**config.mk**
```make
export PLATFORM = sky130hd
export DESIGN_NAME = cgsp_port
export DESIGN_NICKNAME = d
export VERILOG_FILES = /design/src/logic/cgsp_pkg.sv /design/src/logic/cgsp_port.sv
export VERILOG_INCLUDE_DIRS = /design/src /design/src/logic
export SDC_FILE = /design/constraint.sdc
export NUM_CORES = 1
export LEC_CHECK = 0
export ABC_AREA = 1
export BUFFER_PORTS_ARGS = -buffer_cell sky130_fd_sc_hd__buf_2
export CORE_MARGIN = 10
export CORE_UTILIZATION = 50
export CTS_BUF_LIST = sky130_fd_sc_hd__clkbuf_4 sky130_fd_sc_hd__clkbuf_8
export CTS_CLUSTER_SIZE = 20
export DETAILED_ROUTE_END_ITERATION = 12
export PLACE_DENSITY = 0.65
export SLEW_MARGIN = 5
export SYNTH_ARGS = -nofsm -noshare
export SYNTH_HDL_FRONTEND = slang
export SYNTH_SLANG_ARGS = --single-unit
```
**constraint.sdc**
```tcl
create_clock -name core_clk_i -period 4.3 [get_ports core_clk_i]
set_input_delay 0.86 -clock core_clk_i [delete_from_list [all_inputs] [get_ports core_clk_i]]
set_output_delay 0.86 -clock core_clk_i [all_outputs]
set_load 0.05 [all_outputs]
```
**src/logic/cgsp_defs.svh**
```systemverilog
// Offsets, field positions and reset values for the port.
`ifndef CGSP_DEFS_SVH
`define CGSP_DEFS_SVH
`define CGSP_SLAVE_ADDR_W 8'hD2
`define CGSP_CMD_BYTE_BIT 7
`define CGSP_REG_BYTE0 7'h00
`define CGSP_NUM_REGS 1
`define CGSP_B0_SPREAD 5
`define CGSP_B0_SATA 4
`define CGSP_B0_FSC 2
`define CGSP_B0_FSB 1
`define CGSP_B0_FSA 0
`define CGSP_B0_RW_MASK 8'hE8
`define CGSP_B0_RESET 8'h00
`define CGSP_CPU_100 2'h0
`define CGSP_CPU_83 2'h1
`define CGSP_CPU_133 2'h2
`define CGSP_CPU_167 2'h3
`endif

```
**src/logic/cgsp_pkg.sv**
```systemverilog
// Types shared by the serial configuration port.
package cgsp_pkg;
    typedef enum logic [2:0] {
        CGSP_IDLE,
        CGSP_RX,
        CGSP_RX_ACK,
        CGSP_TX,
        CGSP_TX_ACK,
        CGSP_IGNORE
    } cgsp_state_e;
    typedef enum logic [1:0] {
        CGSP_PH_ADDR,
        CGSP_PH_CMD,
        CGSP_PH_COUNT,
        CGSP_PH_DATA
    } cgsp_phase_e;
endpackage

```
**src/logic/cgsp_port.sv**
```systemverilog
// Serial configuration slave with strap latch and spread control byte.
`timescale 1ns/1ps
`include "cgsp_defs.svh"
module cgsp_port
    import cgsp_pkg::*;
(
    input wire logic core_clk_i,
    input wire logic rst_i,
    input wire logic scl_i,
    input wire logic sda_i,
    output logic sda_o,
    output logic sda_oe_o,
    input wire logic power_good_latch_input_i,
    input wire logic termination_supply_i,
    input wire logic test_mode_i,
    input wire logic freq_select_a_i,
    input wire logic freq_select_b_i,
    input wire logic freq_select_c_i,
    input wire logic sata_or_ref_select_i,
    output logic straps_latched_o,
    output logic [1:0] cpu_freq_sel_o,
    output logic spread_enable_o,
    output logic powerdown_request_n_o
);

////////////////////////////////////////////////////////////////////////////
// Pin synchronisers: nothing but the second stage reads the first.
logic [6:0] pin_s1_q;
logic [6:0] pin_s2_q;
always_ff @(posedge core_clk_i or posedge rst_i) begin
    if (rst_i) begin
        pin_s1_q <= 7'h00;
        pin_s2_q <= 7'h00;
    end else begin
        pin_s1_q <= {test_mode_i, sata_or_ref_select_i, freq_select_c_i,
                     freq_select_b_i, freq_select_a_i, termination_supply_i,
                     power_good_latch_input_i};
        pin_s2_q <= pin_s1_q;
    end
end
logic pg_s;
logic vtt_s;
logic [2:0] fs_s;
logic sata_s;
logic test_s;
assign pg_s = pin_s2_q[0];
assign vtt_s = pin_s2_q[1];
assign fs_s = pin_s2_q[4:2];
assign sata_s = pin_s2_q[5];
assign test_s = pin_s2_q[6];

logic scl_s1_q, scl_s2_q, scl_s3_q;
logic sda_s1_q, sda_s2_q, sda_s3_q;
always_ff @(posedge core_clk_i or posedge rst_i) begin
    if (rst_i) begin
        scl_s1_q <= 1'b1;
        scl_s2_q <= 1'b1;
        scl_s3_q <= 1'b1;
        sda_s1_q <= 1'b1;
        sda_s2_q <= 1'b1;
        sda_s3_q <= 1'b1;
    end else begin
        scl_s1_q <= scl_i;
        scl_s2_q <= scl_s1_q;
        scl_s3_q <= scl_s2_q;
        sda_s1_q <= sda_i;
        sda_s2_q <= sda_s1_q;
        sda_s3_q <= sda_s2_q;
    end
end
logic scl_rise, scl_fall, start_det, stop_det;
assign scl_rise = scl_s2_q & ~scl_s3_q;
assign scl_fall = ~scl_s2_q & scl_s3_q;
assign start_det = scl_s2_q & scl_s3_q & ~sda_s2_q & sda_s3_q;
assign stop_det = scl_s2_q & scl_s3_q & sda_s2_q & ~sda_s3_q;

////////////////////////////////////////////////////////////////////////////
// One-shot strap capture; test mode re-opens the capture.
logic latched_q;
logic [2:0] fs_q;
logic sata_q;
always_ff @(posedge core_clk_i or posedge rst_i) begin
    if (rst_i) begin
        latched_q <= 1'b0;
        fs_q <= 3'h0;
        sata_q <= 1'b0;
    end else if ((!latched_q || test_s) && pg_s && vtt_s) begin
        latched_q <= 1'b1;
        fs_q <= fs_s;
        sata_q <= sata_s;
    end
end
assign straps_latched_o = latched_q;
// Select bit A and the SATA select play no part in the choice.
assign cpu_freq_sel_o = fs_q[2:1];
// Before the latch the pin is power-good, so powerdown reads inactive.
assign powerdown_request_n_o = latched_q ? pg_s : 1'b1;

////////////////////////////////////////////////////////////////////////////
// Byte 0: writable bits are masked, strap bits are latched copies.
logic [7:0] byte0_rw_q;
logic [7:0] byte0_rd;
assign byte0_rd = (byte0_rw_q & `CGSP_B0_RW_MASK) |
                  {3'h0, sata_q, 1'b0, fs_q};
assign spread_enable_o = byte0_rw_q[`CGSP_B0_SPREAD];

////////////////////////////////////////////////////////////////////////////
// Serial slave engine.
cgsp_state_e state_q;
cgsp_phase_e phase_q;
logic [7:0] shift_q;
logic [2:0] bit_q;
logic rd_q;
logic block_q;
logic [6:0] offset_q;
logic first_q;
logic drive_q;
logic out_bit_q;
logic byte_done_q;
logic wr_strobe;
logic [7:0] tx_byte;

// Count first for block reads, then register bytes from the offset up.
assign tx_byte = (block_q && first_q) ? 8'(`CGSP_NUM_REGS) :
                 (offset_q == `CGSP_REG_BYTE0) ? byte0_rd : 8'h00;

always_ff @(posedge core_clk_i or posedge rst_i) begin
    if (rst_i) begin
        state_q <= CGSP_IDLE;
        phase_q <= CGSP_PH_ADDR;
        shift_q <= 8'h00;
        bit_q <= 3'h0;
        rd_q <= 1'b0;
        block_q <= 1'b0;
        offset_q <= 7'h00;
        first_q <= 1'b0;
        drive_q <= 1'b0;
        out_bit_q <= 1'b1;
        byte_done_q <= 1'b0;
    end else if (start_det) begin
        state_q <= CGSP_RX;
        phase_q <= CGSP_PH_ADDR;
        bit_q <= 3'h0;
        drive_q <= 1'b0;
        byte_done_q <= 1'b0;
    end else if (stop_det) begin
        state_q <= CGSP_IDLE;
        drive_q <= 1'b0;
    end else begin
        case (state_q)
            CGSP_IDLE, CGSP_IGNORE: begin
                drive_q <= 1'b0;
            end
            CGSP_RX: begin
                if (scl_rise) begin
                    shift_q <= {shift_q[6:0], sda_s2_q};
                    bit_q <= bit_q + 3'h1;
                    // The fall after a start also sees a zero count, so
                    // the eighth rise is marked on its own.
                    if (bit_q == 3'h7) begin
                        byte_done_q <= 1'b1;
                    end
                end
                if (scl_fall && byte_done_q) begin
                    state_q <= CGSP_RX_ACK;
                    byte_done_q <= 1'b0;
                    case (phase_q)
                        CGSP_PH_ADDR: begin
                            if (shift_q[7:1] == 7'(`CGSP_SLAVE_ADDR_W >> 1)) begin
                                rd_q <= shift_q[0];
                                drive_q <= 1'b1;
                                out_bit_q <= 1'b0;
                                first_q <= 1'b1;
                            end else begin
                                state_q <= CGSP_IGNORE;
                            end
                        end
                        CGSP_PH_CMD: begin
                            block_q <= ~shift_q[`CGSP_CMD_BYTE_BIT];
                            offset_q <= shift_q[6:0];
                            drive_q <= 1'b1;
                            out_bit_q <= 1'b0;
                        end
                        default: begin
                            drive_q <= 1'b1;
                            out_bit_q <= 1'b0;
                        end
                    endcase
                end
            end
            CGSP_RX_ACK: begin
                if (scl_fall) begin
                    drive_q <= 1'b0;
                    bit_q <= 3'h0;
                    if (phase_q == CGSP_PH_ADDR && rd_q) begin
                        state_q <= CGSP_TX;
                        drive_q <= 1'b1;
                        out_bit_q <= tx_byte[7];
                        shift_q <= {tx_byte[6:0], 1'b0};
                    end else begin
                        state_q <= CGSP_RX;
                        case (phase_q)
                            CGSP_PH_ADDR: phase_q <= CGSP_PH_CMD;
                            CGSP_PH_CMD: phase_q <= block_q ?
                                CGSP_PH_COUNT : CGSP_PH_DATA;
                            CGSP_PH_COUNT: phase_q <= CGSP_PH_DATA;
                            default: begin
                                // Block writes step to the next offset.
                                if (block_q) begin
                                    offset_q <= offset_q + 7'h01;
                                end
                            end
                        endcase
                    end
                end
            end
            CGSP_TX: begin
                if (scl_fall) begin
                    bit_q <= bit_q + 3'h1;
                    if (bit_q == 3'h7) begin
                        state_q <= CGSP_TX_ACK;
                        drive_q <= 1'b0;
                        if (!(block_q && first_q)) begin
                            offset_q <= offset_q + 7'h01;
                        end
                        first_q <= 1'b0;
                    end else begin
                        out_bit_q <= shift_q[7];
                        shift_q <= {shift_q[6:0], 1'b0};
                    end
                end
            end
            CGSP_TX_ACK: begin
                if (scl_rise && sda_s2_q) begin
                    // A NACK ends the read; the host then sends stop.
                    state_q <= CGSP_IGNORE;
                end else if (scl_fall) begin
                    // The next byte goes out only once the ack clock ends.
                    state_q <= CGSP_TX;
                    bit_q <= 3'h0;
                    drive_q <= 1'b1;
                    shift_q <= {tx_byte[6:0], 1'b0};
                    out_bit_q <= tx_byte[7];
                end
            end
            default: state_q <= CGSP_IDLE;
        endcase
    end
end

// Data bytes are committed as their ack begins.
assign wr_strobe = (state_q == CGSP_RX) && scl_fall && byte_done_q &&
                   phase_q == CGSP_PH_DATA && !rd_q;

always_ff @(posedge core_clk_i or posedge rst_i) begin
    if (rst_i) begin
        byte0_rw_q <= `CGSP_B0_RESET;
    end else if (wr_strobe && offset_q == `CGSP_REG_BYTE0) begin
        byte0_rw_q <= shift_q & `CGSP_B0_RW_MASK;
    end
end

// Open-drain: only ever pull low.
assign sda_o = 1'b0;
assign sda_oe_o = drive_q & ~out_bit_q;

endmodule // cgsp_port

```
* Word level (Yosys, flattened, before mapping) *
Cells that the tools add are included.

cells by class
  add/subtract/negate cells = 2
  equality and inequality tests = 41
  muxes and demuxes = 78
  bitwise logic cells = 17
  reductions and logical operators = 41

operators by type and width
  operator              count
  $mux W8               9
  $mux W7               9
  $mux W3               16
  $ne A2 B2 Y1 const B  17
  $pmux W8 S4           1
  $mux W1               30
  $ne A4 B4 Y1 const B  6
  $pmux W7 S3           1
  $reduce_and A8 Y1     2
  $ne A3 B3 Y1 const B  5
  $pmux W3 S5           1
  $reduce_and A5 Y1     3
  $mux W2               6
  $pmux W3 S4           1
  $reduce_and A12 Y1    1
  $reduce_and A6 Y1     2
  $logic_and A1 B1 Y1   11
  $reduce_and A11 Y1    1
  $ne A5 B5 Y1 const B  2
  $reduce_and A10 Y1    1
  $eq A3 B3 Y1 const B  3
  $reduce_bool A3 Y1    3
  $and A1 B1 Y1         8
  $not A1 Y1            8
  other kinds (25)      32

word-level totals
  flip-flop bits (word level) = 58
  bits of input ports = 11
  output and inout port bits = 7
  logic and storage cells = 202

* Depth between registers and ports, before layout *
Gate-level depths: netlist of the first run.

  depth in word-level cells = 7
  mapped depth = 11
  gate-level depth less buffers = 11

* Least setup slack after synthesis of the first run *
No wires, ideal clock.

  path kind = register to output
  start = register latched_q (netlist: straps_latched_o)
  end = output powerdown_request_n_o
  data arrival time = 1137 ps
  required time = 3440 ps
  setup slack = 2303 ps
  stages on the path, launching flop included = 3
  path buffers = 0
  path through = dfrtp_1 -> inv_1 -> or2_2

on the way
  longest elaborated chain between the ends = 1

ends and longest elaborated chain
  what                    line             text
  from (decl)             cgsp_port.sv:79  logic latched_q;
  from (signal assigned)  cgsp_port.sv:84  latched_q <= 1'b0;
  from (signal assigned)  cgsp_port.sv:88  latched_q <= 1'b1;
  $mux W1                 cgsp_port.sv:97  assign powerdown_request_n_o = latched_q ? pg_s : 1'b1;
  to (decl)               cgsp_port.sv:23  output logic powerdown_request_n_o

Every way passes these cells.

* Worst setup path after layout of the first run *
Same ends and word-level chain as after synthesis.

==> results.yml, run 1 <==
die:
  initial_utilization: 0.5196
  die-area_um2: 9782
  num_rows: 28
  die_w_um: 98.91
  top_level_ports: 18
  coreArea_um2: 5991
  die_h_um: 98.91
power_and_ir_drop:
  ir_drop_mv: 0.3205
  p_sw_frac: 0.4111
  combPwrFrac: 0.391
  p_total_mw: 2.317
  netSwitchingPower_uw: 952.4
  power_density_nw_per_um2: 666.0
  intPower_mw: 1.364
  clkPwrFrac: 0.273
  seqPwrFrac: 0.337
  p_leak_nw: 1.773
clock_tree:
  cts_sinks: 58
  cts_tree: "yes"
  cts_setup_buffers: 0
  holdBufCountCts: 0
  cts_inserted_buffers: 9
  insertion_delay_ps: 340
  ctsResizeCount: 0
  ctsLongestPathBuffers: 2
  root_buffer: "clkbuf_8"
  htreeDepth: 3
  clk_pin_slew_worst_paths_ps: 60
critical_path:
  cp.required_ps: 3440
  reg2reg_to: "shift_q[1]"
  ff2ff_path_depth: 9
  start_kind: "register"
  ff2ff_setup_slack_ps: 2290
  endpoint_kind: "output port"
  crit_type: "reg2out"
  cp_data_arrival_time_ps: 1200
  timing.rr.start: "state_q[2]"
  worstPathMaxFanout: 3
drt:
  avgRoutedWirePerCell_um: 13.02
  post_drt_via_cell_ratio: 4.996
  antenna_left: 0
  via_count: 2418
  first_pass_iters: 4
  wl_um: 6303
  drc: 0
  drt_iter0_drc: 163
place:
  place_hpwl_um: 4729
  place_congestion: 0.8686
  dp.cells: 468
  port-buffer-count: 16
yosys:
  yosysSeqAreaShare: 0.4691
  synth_top_family_by_area: "simple AND/OR/NAND/NOR gates"
  ys_ff_latch: 58
  yosysTopAreaCellShare: 0.4100
  synth.avg_cell_area_um2: 8.128
  synth_fa_ha_area_frac: 0.03617
  netlist_top_cells_area: "dfrtp_1 41%, nand2_1 14%, dfstp_2 5.9%, nand3_1 4.8%, inv_1 4.7%"
  synthMuxAreaShare: 0.01085
  synth_xor_area_frac: 0
  synth.cell_area_um2: 3113
  synth-compound-area-share: 0.08963
  synth_top_area_cell: "dfrtp_1"
  synth_cell_types: 34
  synth.net_count: 403
  synth_simple_gate_area_frac: 0.3183
  syn_inst: 383
  yosys_warnings: 0
timing:
  tightestPinTransition_ps: 604.2
  min_period_ps: 2064
  fmax_mhz: 484.5
  final-setup-viol-count: 0
  hold_viol: 0
  min_period_over_period: 0.4800
  tns_ps: 0
  worst_clock_skew_ps: 10.69
  grt_setup_unrepaired: "false"
  relSlewSlack: 0.5966
  slew_violations: 0
cells_and_area:
  nNetsFinal: 424
  fillCellCount: 555
  instances_no_fill: 484
  drive_gt1_frac: 0.2078
  syn2layout_area_growth_pct: 11.74
  seqCellArea_um2: 1460
  multi_input_area_um2: 1420
  diodes: 0
global_route:
  grt_overflow: 0
  grt_pass1_vias: 2379
  grt_start_max_net_pins: 31
  grt_pass1_wl_um: 11010
  met2_usage: 0.2034
  antenna_found_initial: 0
  grt_busiest_layer: "met2"
  grt_use_total: 0.1369
  grt_use_met1: 0.1841
  use_met3: 0.03003
flow_run:
  drv_cap: 0
worst_hold_path:
  hold_start: "pin_s1_q[1]"
  worstHoldPathType: "reg2reg"
  whs_endpoint: "pin_s2_q[1]"
  hold_depth: 0
status:
  status: "finished clean"
## state kept, by name (all words and copies together), names as in the netlist, 2 cells and up
signal and cells:
shift_q 8, offset_q 7, pin_s1_q 7, pin_s2_q 7, byte0_rw_q 4, bit_q 3
fs_q 3, state_q 3, phase_q 2
## logic make-up after synthesis
logic type	count (synthesis)
and+or+nand+nor	217
other	1
AOI/OAI and AO/OA	44
muxes	3
adders and majority gates	9
buffers and inverters	51
DFF	58
## synthesized netlist by cell type
| cell type | n |
|---|---|
| a211oi_1 | 1 |
| a21boi_0 | 1 |
| a21oi_1 | 9 |
| a22oi_1 | 1 |
| a31oi_1 | 1 |
| a31oi_4 | 1 |
| buf_4 | 3 |
| buf_6 | 4 |
| conb_1 | 1 |
| dfrtp_1 | 51 |
| dfstp_2 | 7 |
| ha_1 | 9 |
| inv_1 | 39 |
| inv_2 | 5 |
| mux2_2 | 3 |
| nand2_1 | 117 |
| nand2_2 | 10 |
| nand2_4 | 1 |
| nand3_1 | 30 |
| nand3_2 | 1 |
| nand3_4 | 1 |
| nand4_1 | 5 |
| nor2_1 | 34 |
| nor2_2 | 10 |
| nor2_4 | 5 |
| nor3_2 | 1 |
| o211ai_1 | 2 |
| o21a_1 | 1 |
| o21ai_0 | 14 |
| o21ai_1 | 5 |
| o21ai_2 | 4 |
| o21bai_1 | 3 |
| o311ai_0 | 1 |
| or2_2 | 2 |
## per-stage QoR
stage / setup WS [ps] / utilization / hold slack, ps / cell area, µm²
3_3_place_gp: 2371 / 0.5386 / 332.2 / 3227
5_1_grt: 2118 / 0.5806 / 357.9 / 3478
4_1_cts: 2213 / 0.5806 / 349.1 / 3478
2_1_floorplan: 2024 / - / 331.2 / 3113
3_5_place_dp: 2333 / 0.5386 / 334.7 / 3227
6_report: 2236 / 0.5806 / 346.9 / 3478
## worst max-delay path: stages, from the launching register on
cell	delay, ps
dfrtp_1	340
inv_1	60
or2_2	260
buf_2	210
## area by class of cell
cell class | instances | area share
well taps | 75 | 0.02698
inverters | 44 | 0.04748
clock buffers | 12 | 0.04388
flip-flops and latches | 58 | 0.4198
clock inverters | 4 | 0.02842
repair buffers | 17 | 0.02518
multi-input cells | 274 | 0.4083
## routing by layer
metal / part of all wire / vias up
li1: - / 1251
met1: 0.50 / 1117
met2: 0.45 / 38
met3: 0.037 / 12
met4: 0.020 / 0
met5: 0 / -
## cell usage in the layout, fill, tap and decap left out, types with 2 or more instances in the layout
cell type	count
a21oi_1	9
buf_2	16
bufinv_16	3
clkbuf_4	2
clkbuf_8	10
dfrtp_1	51
dfstp_2	7
ha_1	9
inv_1	38
inv_2	6
mux2_2	3
nand2_1	117
nand2_2	10
nand3_1	30
nand4_1	5
nor2_1	34
nor2_2	10
nor2_4	5
o211ai_1	2
o21ai_0	14
o21ai_1	5
o21ai_2	4
o21bai_1	3
or2_2	2
## power by group through the flow
| stage | combinational (mW) | sequential (mW) | clock, mW |
|---|---|---|---|
| 6_report | 0.905 | 0.780 | 0.631 |
| 2_1_floorplan | 0.785 | 0.744 | 0 |
| 3_3_place_gp | 0.891 | 0.784 | 0 |
| 4_1_cts | 0.908 | 0.779 | 0.642 |
| 5_1_grt | 1.05 | 0.798 | 0.666 |
| 3_5_place_dp | 0.900 | 0.789 | 0 |
## worst max path at each step
stage	startpoint	endpoint	slack, ps	cells past startpoint
floorplan	rst_i	bit_q[0]	2020	1
global placement	state_q[2]	shift_q[0]	2370	9
detailed placement	state_q[2]	shift_q[7]	2330	9
CTS	straps_latched_o	powerdown_request_n_o	2210	3
global route	state_q[2]	shift_q[4]	2120	9
finish	straps_latched_o	powerdown_request_n_o	2240	3
(Power assumes the default switching activity.)
==> inputs of run 2 (changes only) <==
clock period = 1.9 ns   (was 4.3 ns; I/O delays follow)
==> run 2 against run 1 <==
Compared with the run above:
- register-to-register slack lost 2100 ps
- power up 130%
- critical path type is now reg2reg
- clock power rose by 130%
- largest cell class unchanged
- sequential power up 130%
- via count increased by 1.7%
- largest power group unchanged
- first-iteration DRC count decreased by 17%
- setup slack got worse by 2100 ps
- critical endpoint is now offset_q[2]
- clock skew up 2.3 ps
- global-route usage decreased by 0.15 points
==> results.yml, run 2 (same netlist as run 1, synthesis figures left out) <==
status:
  status: "finished clean"
place:
  dp.cells: 473
  place_congestion: 0.8504
  port-buffer-count: 16
  place_ws_ps: 147.0
  place_hpwl_um: 4641
die:
  num_rows: 28
  die_h_um: 98.91
  top_level_ports: 18
  coreArea_um2: 5991
  die-area_um2: 9782
  initial_utilization: 0.5196
  die_w_um: 98.91
timing:
  min_period_ps: 1725
  tightestPinTransition_ps: 522.2
  final-setup-viol-count: 0
  worst_clock_skew_ps: 12.99
  relSlewSlack: 0.6503
  fmax_mhz: 579.8
  hold_viol: 0
  grt_setup_unrepaired: "false"
  tns_ps: 0
  slew_violations: 0
  fin_ws_ps: 175.1
  min_period_over_period: 0.9078
drt:
  first_pass_iters: 6
  wl_um: 6353
  drt_iter0_drc: 136
  antenna_left: 0
  wl_met2_um: 2811
  met1_length_um: 3182
  via_count: 2458
  dr_wl_met3_um: 229
  avgRoutedWirePerCell_um: 12.99
  post_drt_via_cell_ratio: 5.027
  top_layer: "met4"
  drc: 0
global_route:
  grt_use_total: 0.1355
  grt_start_max_net_pins: 43
  grt_pass1_vias: 2282
  grt_overflow: 0
  antenna_found_initial: 0
  grt_pass1_wl_um: 11030
cells_and_area:
  top_register: "shift_q"
  diodes: 0
  utilization: 0.5888
  nNetsFinal: 429
  most-common-layout-cells: "117 x nand2_1, 50 x dfrtp_1, 38 x inv_1"
  instances_no_fill: 489
  final_common_cell: "nand2_1"
  drive_gt1_frac: 0.2198
  syn2layout_area_growth_pct: 13.30
  largest_register_ffs: 8
worst_hold_path:
  worstHoldPathType: "in2async"
critical_path:
  slowest_stage: "dfrtp_1"
  ff2ff_setup_slack_ps: 180
  worstPathMaxFanout: 11
  cp_data_arrival_time_ps: 2000
  cp.required_ps: 2170
  critPathMaxStageDelay_ps: 470
  crit_top_cell: "nand2_1"
  endpoint_kind: "register"
  ff2ff_path_depth: 9
  crit_type: "reg2reg"
  crit_chain: "inv_2, nand2_1, nor2_2, nand2_2, nand2_1, nor2_2, nand2_2, nand2_1, o21ai_2"
  reg2reg_to: "offset_q[2]"
  start_kind: "register"
  timing.rr.start: "state_q[1]"
power_and_ir_drop:
  ir_drop_mv: 0.8863
  power_density_nw_per_um2: 1511
  p_total_mw: 5.331
  p_leak_nw: 1.798
clock_tree:
  cts_tree: "yes"
  htreeDepth: 3
  clk_pin_slew_worst_paths_ps: 80
  root_buffer: "clkbuf_8"
  ctsLongestPathBuffers: 2
  holdBufCountCts: 0
  cts_sinks: 58
  cts_inserted_buffers: 9
  insertion_delay_ps: 350
flow_run:
  drv_cap: 0
## run 2: layout make-up
class	count	area, µm²
flip-flops and latches	58	1461
well taps	75	93.84
fillers	524	2464
multi-input cells	274	1420
clock inverters	7	125.1
clock buffers	9	123.9
inverters	44	165.2
repair buffers	22	137.6
## run 2: metrics by stage
| stage | hold WS (ps) | area, µm² |
|---|---|---|
| after global placement | 331.7 | 3277 |
| after global routing | 34.78 | 3527 |
| after floorplan | 331.2 | 3113 |
| after CTS | 14.13 | 3526 |
| final | 11.69 | 3527 |
| after detailed placement | 334.7 | 3277 |
## run 2: routing by layer
metal	global-route usage	up-vias
li1	-	1265
met1	0.1838	1133
met2	0.1944	50
met3	0.03142	10
met4	0.07166	0
met5	0	-
## run 2: worst max-delay path by stage
stage,from,end,slack (ps),depth (start not counted)
3_5_place_dp,state_q[2],offset_q[2],150,9
2_1_floorplan,rst_i,bit_q[0],100,1
5_1_grt,scl_s3_q,byte0_rw_q[3],60,6
3_3_place_gp,state_q[1],shift_q[4],210,10
4_1_cts,state_q[2],offset_q[2],120,9
6_report,state_q[1],offset_q[2],180,9
## run 2: where the power goes
group	switching, mW	total, mW	internal (mW)
clock	0.560	1.44	0.884
combinational	1.39	2.12	0.731
sequential	0.275	1.76	1.49
total	2.23	5.33	3.11
## run 2: worst max-delay path: cells and delay by family (launching register included)
| family | cells | cell delay (ps) |
|---|---|---|
| buf+inv | 1 | 140 |
| flops | 1 | 470 |
| simple gates | 7 | 970 |
| compound gates | 1 | 70 |
## run 2: what timing repair did
action / in CTS / in global routing
resized for setup: 0 / 1
endpoints found under the hold margin: 0 / 0
setup buffers: 0 / 0
endpoints found under the setup margin: 0 / 6
